[config.mk]
export PLATFORM = sky130hd
export DESIGN_NAME = sad_decoder
export DESIGN_NICKNAME = d
export VERILOG_FILES = /design/src/hw/sad_pkg.sv /design/src/hw/sad_periph_lookup.sv /design/src/hw/sad_width_gate.sv /design/src/hw/sad_decoder.sv
export SDC_FILE = /design/constraint.sdc
export NUM_CORES = 1
export LEC_CHECK = 0
export BUFFER_PORTS_ARGS = -buffer_cell sky130_fd_sc_hd__buf_2
export CORE_MARGIN = 4
export CORE_UTILIZATION = 40
export DETAILED_ROUTE_END_ITERATION = 12
export GPL_TIMING_DRIVEN = 0
export REMOVE_ABC_BUFFERS = 1
export SLEW_MARGIN = 25
export SYNTH_ARGS = -nofsm -noshare
export SYNTH_HDL_FRONTEND = slang
export SYNTH_HIERARCHICAL = 1
export SYNTH_SLANG_ARGS = --single-unit
[constraint.sdc]
create_clock -name i_mclk -period 4.6 [get_ports i_mclk]
set_input_delay 1.38 -clock i_mclk [delete_from_list [all_inputs] [get_ports i_mclk]]
set_output_delay 1.38 -clock i_mclk [all_outputs]
set_load 0.03 [all_outputs]
[src/hw/sad_pkg.sv]
// Purpose : shared types and address map of the system address decoder
// Assumes : 32-bit byte addresses from a single processor requester
// Notes   : peripheral windows list only what the decoder must police
package sad_pkg;

  localparam int DATA_W    = 32;
  localparam int PIDX_W    = 5;
  localparam int NUM_PERIPH = 22;

  // ==========================================================================
  // enumerations
  typedef enum logic [3:0] {
    TGT_NONE, TGT_FLASH, TGT_SYSMEM, TGT_UID, TGT_OPTB, TGT_FACTORY,
    TGT_SRAM, TGT_AHB, TGT_APB, TGT_IOPORT
  } sad_target_t;

  typedef enum logic [1:0] {BOOT_FLASH, BOOT_SYSMEM, BOOT_SRAM, BOOT_SPARE} sad_boot_t;
  typedef enum logic [1:0] {SZ_BYTE, SZ_HALF, SZ_WORD, SZ_BAD} sad_size_t;
  typedef enum logic [1:0] {WC_WORD, WC_WORD_HALF, WC_ANY} sad_width_t;

  // ==========================================================================
  // carriers
  typedef struct packed {
    logic              valid;
    logic              write;
    sad_size_t         size;
    logic [31:0]       addr;
    logic [DATA_W-1:0] wdata;
  } sad_req_t;

  typedef struct packed {
    logic              done;
    logic              err;
    logic [DATA_W-1:0] rdata;
  } sad_rsp_t;

  typedef struct packed {
    logic              valid;
    sad_target_t       target;
    logic [PIDX_W-1:0] periph;
    logic              write;
    sad_size_t         size;
    logic [31:0]       offset;
    logic [DATA_W-1:0] wdata;
  } sad_tgt_req_t;

  typedef struct packed {
    logic              ready;
    logic              err;
    logic [DATA_W-1:0] rdata;
  } sad_tgt_rsp_t;

  // ==========================================================================
  // memory regions
  localparam logic [31:0] ALIAS_LAST   = 32'h0000_FFFF;
  localparam logic [31:0] FLASH_BASE   = 32'h0800_0000;
  localparam logic [31:0] FLASH_LAST   = 32'h0800_FFFF;
  localparam logic [31:0] SYSMEM_BASE  = 32'h1FFF_0000;
  localparam logic [31:0] SYSMEM_LAST  = 32'h1FFF_0DFF;
  localparam logic [31:0] UID_BASE     = 32'h1FFF_0E00;
  localparam logic [31:0] UID_LAST     = 32'h1FFF_0E7F;
  localparam logic [31:0] OPTB_BASE    = 32'h1FFF_0E80;
  localparam logic [31:0] OPTB_LAST    = 32'h1FFF_0EFF;
  localparam logic [31:0] FACT_BASE    = 32'h1FFF_0F00;
  localparam logic [31:0] FACT_LAST    = 32'h1FFF_0F7F;
  localparam logic [31:0] SRAM_BASE    = 32'h2000_0000;
  localparam logic [31:0] SRAM_LAST    = 32'h2000_1FFF;
  localparam logic [31:0] APB_BASE     = 32'h4000_0000;
  localparam logic [31:0] APB_LAST     = 32'h4001_FFFF;
  localparam logic [31:0] AHB_BASE     = 32'h4002_0000;
  localparam logic [31:0] AHB_LAST     = 32'h4FFF_FFFF;
  localparam logic [31:0] IOPORT_BASE  = 32'h5000_0000;
  localparam logic [31:0] IOPORT_LAST  = 32'h5000_17FF;
  localparam logic [31:0] RDATA_RESET  = 32'h0000_0000;

  // ==========================================================================
  // populated peripheral windows
  localparam logic [PIDX_W-1:0] PERIPH_EXTERNAL_INTERRUPT_CONTROLLER = 5'h02;
  localparam logic [PIDX_W-1:0] PERIPH_CLK  = 5'h03;
  localparam logic [PIDX_W-1:0] PERIPH_PWR  = 5'h0F;
  localparam logic [PIDX_W-1:0] PERIPH_RTC  = 5'h13;

  localparam logic [31:0] PERIPH_BASE [NUM_PERIPH] = '{
    32'h4002_3000, 32'h4002_2000, 32'h4002_1800, 32'h4002_1000, 32'h4002_0000,
    32'h4001_5800, 32'h4001_4800, 32'h4001_4400, 32'h4001_3800, 32'h4001_3000,
    32'h4001_2C00, 32'h4001_2400, 32'h4001_0200, 32'h4001_0000, 32'h4000_7C00,
    32'h4000_7000, 32'h4000_5400, 32'h4000_3000, 32'h4000_2C00, 32'h4000_2800,
    32'h4000_2000, 32'h4000_0400};
  localparam logic [31:0] PERIPH_LAST [NUM_PERIPH] = '{
    32'h4002_3008, 32'h4002_2120, 32'h4002_1884, 32'h4002_1060, 32'h4002_003C,
    32'h4001_587F, 32'h4001_484C, 32'h4001_444C, 32'h4001_3818, 32'h4001_300C,
    32'h4001_2C4C, 32'h4001_2708, 32'h4001_021F, 32'h4001_01FF, 32'h4000_7C24,
    32'h4000_7014, 32'h4000_5430, 32'h4000_3010, 32'h4000_2C08, 32'h4000_282C,
    32'h4000_2050, 32'h4000_044C};
  localparam sad_width_t PERIPH_WIDTH [NUM_PERIPH] = '{
    WC_WORD, WC_WORD, WC_ANY, WC_ANY, WC_WORD,
    WC_WORD, WC_WORD, WC_WORD, WC_WORD, WC_WORD,
    WC_WORD, WC_WORD, WC_WORD, WC_WORD, WC_WORD,
    WC_WORD_HALF, WC_WORD, WC_WORD, WC_WORD, WC_WORD_HALF,
    WC_WORD, WC_WORD};

endpackage

[src/hw/sad_periph_lookup.sv]
// Purpose : find which populated peripheral window holds an address
// Assumes : windows in the table never overlap
// Notes   : purely combinational, lowest index wins
`timescale 1ns/100ps
module sad_periph_lookup #(
  parameter int N = sad_pkg::NUM_PERIPH
) (
  input  wire logic [31:0]                i_addr,
  output logic                            o_hit,
  output logic [sad_pkg::PIDX_W-1:0]      o_idx,
  output sad_pkg::sad_width_t             o_width
);
  import sad_pkg::*;

  logic [N-1:0] match;

  // ==========================================================================
  // window compare
  for (genvar g = 0; g < N; g++) begin : g_win
    assign match[g] = (i_addr >= PERIPH_BASE[g]) && (i_addr <= PERIPH_LAST[g]);
  end

  always_comb begin
    o_hit   = 1'b0;
    o_idx   = '0;
    o_width = WC_WORD;
    for (int i = N - 1; i >= 0; i--) begin
      if (match[i]) begin
        o_hit   = 1'b1;
        o_idx   = PIDX_W'(i);
        o_width = PERIPH_WIDTH[i];
      end
    end
  end

endmodule

[src/hw/sad_width_gate.sv]
// Purpose : decide whether an access size is accepted by a width class
// Assumes : size code SZ_BAD is never legal
// Notes   : combinational
`timescale 1ns/100ps
module sad_width_gate (
  input  wire sad_pkg::sad_size_t  i_size,
  input  wire sad_pkg::sad_width_t i_class,
  output logic                     o_ok
);
  import sad_pkg::*;

  function automatic logic size_ok(input sad_size_t s, input sad_width_t c);
    logic r;
    r = 1'b0;
    unique case (c)
      WC_ANY:       r = (s != SZ_BAD);
      WC_WORD_HALF: r = (s == SZ_WORD) || (s == SZ_HALF);
      WC_WORD:      r = (s == SZ_WORD);
      default:      r = 1'b0;
    endcase
    return r;
  endfunction

  // ==========================================================================
  // width check
  assign o_ok = size_ok(i_size, i_class);

endmodule

[src/hw/sad_decoder.sv]
// Purpose : system address decoder between the processor and its targets
// Assumes : requester holds i_req until o_rsp.done; targets answer on ready
// Notes   : one request in flight; every answer is a one-cycle done pulse
`timescale 1ns/100ps
module sad_decoder (
  input  wire logic                  i_mclk,
  input  wire logic                  i_rst,
  input  wire sad_pkg::sad_boot_t    i_boot_cfg,
  input  wire sad_pkg::sad_req_t     i_req,
  input  wire sad_pkg::sad_tgt_rsp_t i_tgt_rsp,
  output sad_pkg::sad_tgt_req_t      o_tgt,
  output sad_pkg::sad_rsp_t          o_rsp
);
  import sad_pkg::*;

  typedef enum logic [1:0] {ST_IDLE, ST_ACCESS, ST_RESP} sad_state_t;

  sad_state_t        state_reg;
  sad_state_t        state_next;
  logic [31:0]       phys;
  sad_target_t       dec_tgt;
  logic [31:0]       dec_off;
  logic              dec_rsv;
  logic              dec_quiet;
  logic              p_hit;
  logic [PIDX_W-1:0] p_idx;
  sad_width_t        p_width;
  logic              width_ok;
  logic              take;
  logic              tgt_done;

  function automatic logic in_rng(input logic [31:0] a, input logic [31:0] lo,
                                  input logic [31:0] hi);
    return (a >= lo) && (a <= hi);
  endfunction

  // ==========================================================================
  // boot alias
  // alias translate
  always_comb begin
    phys = i_req.addr;
    if (i_req.addr <= ALIAS_LAST) begin
      unique case (i_boot_cfg)
        BOOT_SYSMEM: phys = SYSMEM_BASE | i_req.addr;
        BOOT_SRAM:   phys = SRAM_BASE | i_req.addr;
        default:     phys = FLASH_BASE | i_req.addr;
      endcase
    end
  end

  sad_periph_lookup u_lookup (
    .i_addr  (phys),
    .o_hit   (p_hit),
    .o_idx   (p_idx),
    .o_width (p_width)
  );

  // non-peripheral targets take any legal size
  sad_width_gate u_width (
    .i_size  (i_req.size),
    .i_class (p_hit ? p_width : WC_ANY),
    .o_ok    (width_ok)
  );

  // ==========================================================================
  // region decode
  // gaps inside the peripheral windows are reserved; the bus decides the fault
  always_comb begin
    dec_tgt   = TGT_NONE;
    dec_off   = '0;
    dec_quiet = 1'b0;
    if (in_rng(phys, UID_BASE, UID_LAST)) begin
      dec_tgt = TGT_UID;
      dec_off = phys - UID_BASE;
    end else if (in_rng(phys, OPTB_BASE, OPTB_LAST)) begin
      dec_tgt = TGT_OPTB;
      dec_off = phys - OPTB_BASE;
    end else if (in_rng(phys, FACT_BASE, FACT_LAST)) begin
      dec_tgt = TGT_FACTORY;
      dec_off = phys - FACT_BASE;
    end else if (in_rng(phys, SYSMEM_BASE, SYSMEM_LAST)) begin
      dec_tgt = TGT_SYSMEM;
      dec_off = phys - SYSMEM_BASE;
    end else if (in_rng(phys, FLASH_BASE, FLASH_LAST)) begin
      dec_tgt = TGT_FLASH;
      dec_off = phys - FLASH_BASE;
    end else if (in_rng(phys, SRAM_BASE, SRAM_LAST)) begin
      dec_tgt = TGT_SRAM;
      dec_off = phys - SRAM_BASE;
    end else if (in_rng(phys, IOPORT_BASE, IOPORT_LAST)) begin
      dec_tgt = TGT_IOPORT;
      dec_off = phys - IOPORT_BASE;
    end else if (p_hit) begin
      dec_tgt = in_rng(phys, APB_BASE, APB_LAST) ? TGT_APB : TGT_AHB;
      dec_off = phys - PERIPH_BASE[p_idx];
    end
    dec_quiet = in_rng(phys, APB_BASE, APB_LAST);
  end

  // width class refuses the access like a reserved address
  assign dec_rsv  = (dec_tgt == TGT_NONE) || !width_ok;
  assign take     = (state_reg == ST_IDLE) && i_req.valid;
  assign tgt_done = (state_reg == ST_ACCESS) && i_tgt_rsp.ready;

  // ==========================================================================
  // sequencing
  always_comb begin
    state_next = state_reg;
    unique case (state_reg)
      ST_IDLE: begin
        if (take) begin
          state_next = dec_rsv ? ST_RESP : ST_ACCESS;
        end
      end
      ST_ACCESS: begin
        if (i_tgt_rsp.ready) begin
          state_next = ST_RESP;
        end
      end
      ST_RESP: begin
        state_next = ST_IDLE;
      end
    endcase
  end

  always_ff @(posedge i_mclk or posedge i_rst) begin
    if (i_rst) begin
      state_reg <= ST_IDLE;
    end else begin
      state_reg <= state_next;
    end
  end

  // ==========================================================================
  // target request
  // reserved never strobes a target
  always_ff @(posedge i_mclk or posedge i_rst) begin
    if (i_rst) begin
      o_tgt <= '0;
    end else if (take && !dec_rsv) begin
      o_tgt.valid  <= 1'b1;
      o_tgt.target <= dec_tgt;
      o_tgt.periph <= p_hit ? p_idx : '0;
      o_tgt.write  <= i_req.write;
      o_tgt.size   <= i_req.size;
      o_tgt.offset <= dec_off;
      o_tgt.wdata  <= i_req.wdata;
    end else if (tgt_done) begin
      o_tgt.valid <= 1'b0;
    end
  end

  // ==========================================================================
  // response
  always_ff @(posedge i_mclk or posedge i_rst) begin
    if (i_rst) begin
      o_rsp <= '0;
    end else if (take && dec_rsv) begin
      o_rsp.done  <= 1'b1;
      o_rsp.err   <= !dec_quiet;
      o_rsp.rdata <= RDATA_RESET;
    end else if (tgt_done) begin
      o_rsp.done  <= 1'b1;
      o_rsp.err   <= i_tgt_rsp.err;
      o_rsp.rdata <= i_tgt_rsp.rdata;
    end else begin
      o_rsp.done <= 1'b0;
    end
  end
endmodule

==> results of run 1 <==
## final cells by class
cell class                      count  area, um^2
Clock buffer                       18         429
Multi-Input combinational cell    995        7350
Sequential cell                   113        2830
Timing Repair Buffer              356        2540
Inverter                           39         165
Tap cell                          319         399
Clock inverter                     14         133
Fill cell                        2096        9700
## how the worst max path moves through the flow
stage,end,slack [ps]
6_report,o_tgt[59],-2800
4_1_cts,o_tgt[63],-2380
5_1_grt,o_tgt[63],-2880
2_1_floorplan,o_tgt[45],-3620
3_5_place_dp,o_tgt[63],-5160
3_3_place_gp,o_tgt[53],-6200
## power by group through the flow
stage / Combinational, uW / Sequential [uW] / Clock [uW]
floorplan: 897 / 2630 / 0
global placement: 2720 / 1690 / 0
detailed placement: 2760 / 1710 / 0
CTS: 3040 / 1690 / 1280
global route: 3360 / 1750 / 1330
finish: 3160 / 1690 / 1260
## cells by family (layout without fill, tap and decap cells)
kind of cell    count (synthesis)  after routing
compound gates                326            326
xor+xnor                       26             26
fa+ha+maj                      46             46
buf+inv                       114            427
flops                         113            113
mux                            45             45
simple gates                  547            552
## cell usage in the layout, fill, tap and decap left out, drive strengths merged, types with 31 or more instances in the layout
master and count:
buf 353, nand2 190, dfrtp 113, a21oi 105, nor2 90, o21ai 62
ha 45, nand3 42, inv 41, mux2 37, nor3 37, nand4 31
## routing by layer
metal,vias up,routed length (um),GRT usage (%),share of wire (%)
met2,744,19000,47.2,46
met4,0,1180,9.23,2.9
met1,5507,16800,40.0,41
met5,-,0,0,0
li1,5115,-,-,-
met3,97,4010,4.33,9.8
## worst register-to-register path, cell delays in order (launching register included)
cell and delay (ps):
dfrtp_1 370, inv_1 80, ha_1 190, nand2_2 380
and2_1 360, a211oi_2 150, a21oi_1 50
## per-stage QoR
| step | TNS, ps | hold slack, ps |
|---|---|---|
| 6_report | -214010 | 461 |
| 5_1_grt | -221820 | 494 |
| 4_1_cts | -190660 | 468 |
| 3_5_place_dp | -464010 | 454 |
| 3_3_place_gp | -741220 | 450 |
| 2_1_floorplan | -340820 | 450 |
## repair_timing
| item | 4_1_cts | 5_1_grt |
|---|---|---|
| gates cloned | 10 | 2 |
| pin swaps | 79 | 80 |
| gates resized for setup | 197 | 52 |
| endpoints found under the setup margin | 113 | 113 |
| buffers inserted | 98 | 36 |
==> results.py, run 1 <==
metrics = {
    "cts": {
        "numCtsBuffers": 17,
        "clock_sinks": 113,
        "root_buffer": "clkbuf_16",
        "clock_latency_ps": 410,
        "clk_pin_slew_ps": 60,
        "cts_buffer_depth": 2,
        "tritoncts": "built",
        "ctsHoldBuffers": 0,
        "ctsHtreeMaxLevel": 4,
    },
    "die": {
        "initial_core_util_pct": 40.7,
        "die_area_um2": 26500,
        "rows": 56,
        "die_y_um": 163,
        "pin_count": 217,
        "die_width_um": 163,
        "coreArea_um2": 23500,
    },
    "pwr": {
        "power_uw": 6100,
        "intPower_uw": 3310,
        "power.density_nw_per_um2": 441,
        "vdd_drop_max_mv": 0.313,
        "switching_share_pct": 45.8,
        "p_leak_uw": 0.00613,
        "seqPwrFrac_pct": 27.7,
        "netSwitchingPower_uw": 2790,
        "clock_power_share_pct": 20.6,
        "p_comb_share_pct": 51.7,
    },
    "yosys": {
        "yosysTopAreaCell": "dfrtp_1",
        "syn_area_um2": 9590,
        "synth_area_leaders": "dfrtp_1 (29%), nand2_1 (7.2%), ha_1 (5.9%)",
        "synthAdderAreaFrac_pct": 6.08,
        "synth_edf_count": 0,
        "synth-compound-area-share_pct": 22.2,
        "synth-seq-cells": 113,
        "yosysWarnings": 6,
        "synth_cells": 1217,
        "yosys.area.top_type_share_pct": 29.5,
        "async_flop_share_pct": 100,
        "ys.flop_type": "dfrtp_1",
        "synth_simple_gate_area_share_pct": 29.7,
        "synth-seq-area-share_pct": 29.5,
        "synth_top_family_by_area": "simple AND/OR/NAND/NOR gates",
        "synthMuxAreaShare_pct": 5.18,
        "synth.most_common_cell": "nand2_1",
        "synth_cell_types": 88,
        "synth_common_cells": "nand2_1 (185), dfrtp_1 (113), a21oi_1 (101)",
        "syn_avg_cell_area_um2": 7.88,
        "synth-xor-area-share_pct": 2.37,
    },
    "grt": {
        "grt_max_degree": 69,
        "grt_overflow_total": 0,
        "grtUsageTotal_pct": 29.0,
        "first_global_vias": 10700,
        "grt_pass1_wl_um": 61400,
        "antenna_found_initial": 0,
    },
    "detailed_routing": {
        "viasPerCell": 6.18,
        "vias": 11500,
        "drc": 0,
        "first_pass_iters": 6,
        "final_antenna_net_count": 0,
        "routed_wl_um": 40900,
        "drt_iter0_drc": 1362,
        "routedWlPerCell_um": 22.1,
    },
    "sta": {
        "fin_crit_sh_pct": 161,
        "finalClockSkew_ps": 13.9,
        "finalCriticalPeriod_ps": 7400,
        "worst_pin_slew_ps": 1030,
        "hold_violations": 0,
        "max-slew-margin-rel_pct": 31.3,
        "finalMaxSlewViolations": 0,
        "fmax_mhz": 135,
        "rsz0062_at_grt": "true",
        "setup_ws_ps": -2800,
        "setup_violations": 113,
    },
    "cells_and_area": {
        "final_cells": 1854,
        "final_core_util_pct": 58.8,
        "n_antenna_cell": 0,
        "drive_above_1_share_pct": 39.3,
        "largest_register_ffs": 77,
        "area_growth_pct": 44.4,
        "nNetsFinal": 1674,
        "final_area_um2": 13800,
    },
    "critical_path": {
        "endpoint_kind": "flop",
        "crit_path_frequent_cell": "buf_4",
        "crit_fanout": 6,
        "criticalPathCategory": "primary input to flop",
        "path_depth": 32,
        "cp_num_buf_inv": 10,
        "worst-endpoint-required_ps": 4890,
        "slowest_stage": "nor4_1",
        "startpoint": "i_boot_cfg[0]",
        "reg2reg_slack_ps": 2870,
        "cp.arrival_ps": 7690,
        "r2r_cells": 6,
        "max_stage_delay_ps": 530,
        "r2r_end": "o_rsp[32]",
        "critPathLaunchType": "primary input",
        "r2r-start": "state_reg[1]",
        "cpLargestDelayFamily": "simple AND/OR/NAND/NOR gates",
    },
    "placed_design": {
        "port_buffers": 216,
        "placed_cells": 1680,
        "hpwl_um": 26500,
        "routabilityCongestion": 0.984,
        "place_ws_ps": -5160,
        "post_dp_cell_area_um2": 10900,
    },
    "worst_hold_path": {
        "min_delay_path_depth": 2,
        "min_to": "o_tgt[37]",
        "hp-class": "flop to flop",
        "hold_start": "o_tgt[37]",
    },
    "job": {
        "drv_cap": 0,
    },
    "status": {
        "violations": "negative setup slack",
        "status": "finished with violations",
    },
}
(Power assumes the default switching activity.)
==> run 2: changes to the inputs <==
--- a/config.mk
+++ b/config.mk
@@ -6,10 +6,13 @@
 export NUM_CORES = 1
 export LEC_CHECK = 0
 export BUFFER_PORTS_ARGS = -buffer_cell sky130_fd_sc_hd__buf_2
+export CELL_PAD_IN_SITES_DETAIL_PLACEMENT = 0
+export CELL_PAD_IN_SITES_GLOBAL_PLACEMENT = 1
 export CORE_MARGIN = 4
-export CORE_UTILIZATION = 40
+export CORE_UTILIZATION = 37
 export DETAILED_ROUTE_END_ITERATION = 12
 export GPL_TIMING_DRIVEN = 0
+export PLACE_DENSITY_LB_ADDON = 0.1
 export REMOVE_ABC_BUFFERS = 1
 export SLEW_MARGIN = 25
 export SYNTH_ARGS = -nofsm -noshare
==> run 2 against run 1 <==
The flow still finishes with violations (negative setup slack). Die area grew 7.7%. Power grew 1.7%. Sequential cell count is the same. Hold slack is essentially flat. First-iteration DRC count shrank 4.3%. Via count shrank 5.3%. Sequential power is essentially flat. Fmax grew 1.2%. Global-route usage shrank 2.4 points. Sequential share of layout area grew 0.78 points. Highest routed layer unchanged. Clock-buffer cell count is the same. Core utilization shrank 6.2 points.
==> results.py, run 2 (synthesized netlist as in run 1, its figures left out) <==
metrics = {
    "sta": {
        "setup_tns_ps": -186480,
        "setup_ws_ps": -2710,
        "finalClockSkew_ps": 8.97,
        "finalCriticalPeriod_ps": 7310,
        "setup_violations": 113,
        "max-slew-margin-rel_pct": 26.2,
        "fmax_mhz": 137,
        "rsz0062_at_grt": "true",
        "hold_violations": 0,
        "finalMaxSlewViolations": 0,
        "worst_pin_slew_ps": 1100,
        "fin_crit_sh_pct": 159,
    },
    "cts": {
        "ctsHoldBuffers": 0,
        "clock_sinks": 113,
        "numCtsBuffers": 17,
        "clk_pin_slew_ps": 60,
        "root_buffer": "clkbuf_16",
        "ctsHtreeMaxLevel": 4,
        "cts_buffer_depth": 2,
        "tritoncts": "built",
        "clock_latency_ps": 410,
    },
    "cells_and_area": {
        "final_area_um2": 13300,
        "largest_register_ffs": 77,
        "final_cells": 1823,
        "n_fill_cell": 2446,
        "nNetsFinal": 1632,
        "layout_common_cells": "buf_2 (209), nand2_1 (179), dfrtp_1 (113)",
        "area_growth_pct": 39.1,
        "final_common_cell": "buf_2",
        "n_antenna_cell": 0,
        "drive_above_1_share_pct": 37.2,
    },
    "detailed_routing": {
        "drc": 0,
        "routed_wl_um": 39800,
        "final_antenna_net_count": 0,
        "drt_iter0_drc": 1304,
        "viasPerCell": 5.95,
        "routedWlPerCell_um": 21.8,
        "first_pass_iters": 5,
        "vias": 10900,
    },
    "critical_path": {
        "crit_path_frequent_cell": "a21oi_1",
        "critPathLaunchType": "primary input",
        "criticalPathCategory": "primary input to flop",
        "cpLargestDelayFamily": "simple AND/OR/NAND/NOR gates",
        "worst-endpoint-required_ps": 4910,
        "max_stage_delay_ps": 560,
        "endpoint_kind": "flop",
        "crit_fanout": 8,
        "cp.arrival_ps": 7620,
        "slowest_stage": "or4_4",
        "cp_num_buf_inv": 5,
    },
    "grt": {
        "grt_pass1_wl_um": 61100,
        "first_global_vias": 10400,
        "grt_max_degree": 74,
        "antenna_found_initial": 1,
        "grtUsageTotal_pct": 26.7,
        "grt_overflow_total": 0,
    },
    "placed_design": {
        "post_dp_cell_area_um2": 10900,
        "port_buffers": 216,
        "placed_cells": 1691,
        "routabilityCongestion": 0.972,
        "hpwl_um": 27700,
    },
    "pwr": {
        "p_leak_uw": 0.00587,
        "power.density_nw_per_um2": 465,
        "power_uw": 6210,
        "vdd_drop_max_mv": 0.369,
    },
    "job": {
        "drv_cap": 0,
    },
    "die": {
        "die_width_um": 169,
        "initial_core_util_pct": 37.9,
        "die_area_um2": 28600,
        "rows": 58,
        "die_y_um": 169,
        "coreArea_um2": 25300,
        "pin_count": 217,
    },
    "status": {
        "violations": "negative setup slack",
        "status": "finished with violations",
    },
    "worst_hold_path": {
        "hp-class": "flop to flop",
    },
}
run 2: layout make-up:
| cell class | count | area, um^2 | share of cell area, % |
|---|---|---|---|
| inverters | 39 | 161 | 1.21 |
| multi-input cells | 993 | 7190 | 53.9 |
| repair buffers | 316 | 2100 | 15.7 |
| flip-flops and latches | 113 | 2830 | 21.2 |
| clock inverters | 14 | 203 | 1.52 |
| clock buffers | 18 | 439 | 3.29 |
| well taps | 330 | 413 | 3.10 |
run 2: tightest hold or removal path: stages, from the launching register on:
cell and delay [ps]:
dfrtp_1 330, nand2_1 50, nand2_1 50
run 2: metal layers:
| metal | part of all wire, % | GRT usage, % |
|---|---|---|
| met3 | 7.9 | 4.39 |
| met4 | 2.1 | 6.93 |
| met2 | 46 | 42.7 |
| met5 | 0 | 0 |
| met1 | 44 | 37.7 |
run 2: repair_timing:
action | 4_1_cts | 5_1_grt
buffers inserted | 71 | 27
cloned | 5 | 1
pin swaps | 76 | 49
gates resized for setup | 173 | 47
setup endpoints to repair | 113 | 113
run 2: path summary, 6_finish.rpt:
| check | startpoint | end | slack, ps | cells after the start |
|---|---|---|---|---|
| worst max-delay path | i_boot_cfg[0] | o_tgt[63] | -2710 | 32 |
| worst min-delay path | o_tgt[35] | o_tgt[35] | 460 | 2 |
| worst max register to register | state_reg[1] | o_rsp[32] | 2820 | 6 |
| worst min register to register | o_tgt[35] | o_tgt[35] | 460 | 2 |
| max in group asynchronous | i_rst | o_tgt[46] | 2910 | 3 |
| min in group asynchronous | i_rst | o_tgt[11] | 980 | 2 |
run 2: power breakdown:
group          total [uW]  leakage [uW]  internal, uW  switching, uW
clock                1420      0.000311           929            488
sequential           1680       0.00144          1460            214
combinational        3110       0.00412          1060           2050
run 2: metrics by stage:
stage / setup slack [ps] / hold slack (ps) / util [%]
6_report: -2710 / 462 / 52.6
5_1_grt: -3010 / 496 / 52.6
4_1_cts: -2550 / 466 / 51.0
3_5_place_dp: -5430 / 453 / 43.0
3_3_place_gp: -6590 / 447 / 42.5
2_1_floorplan: -3620 / 450 / -
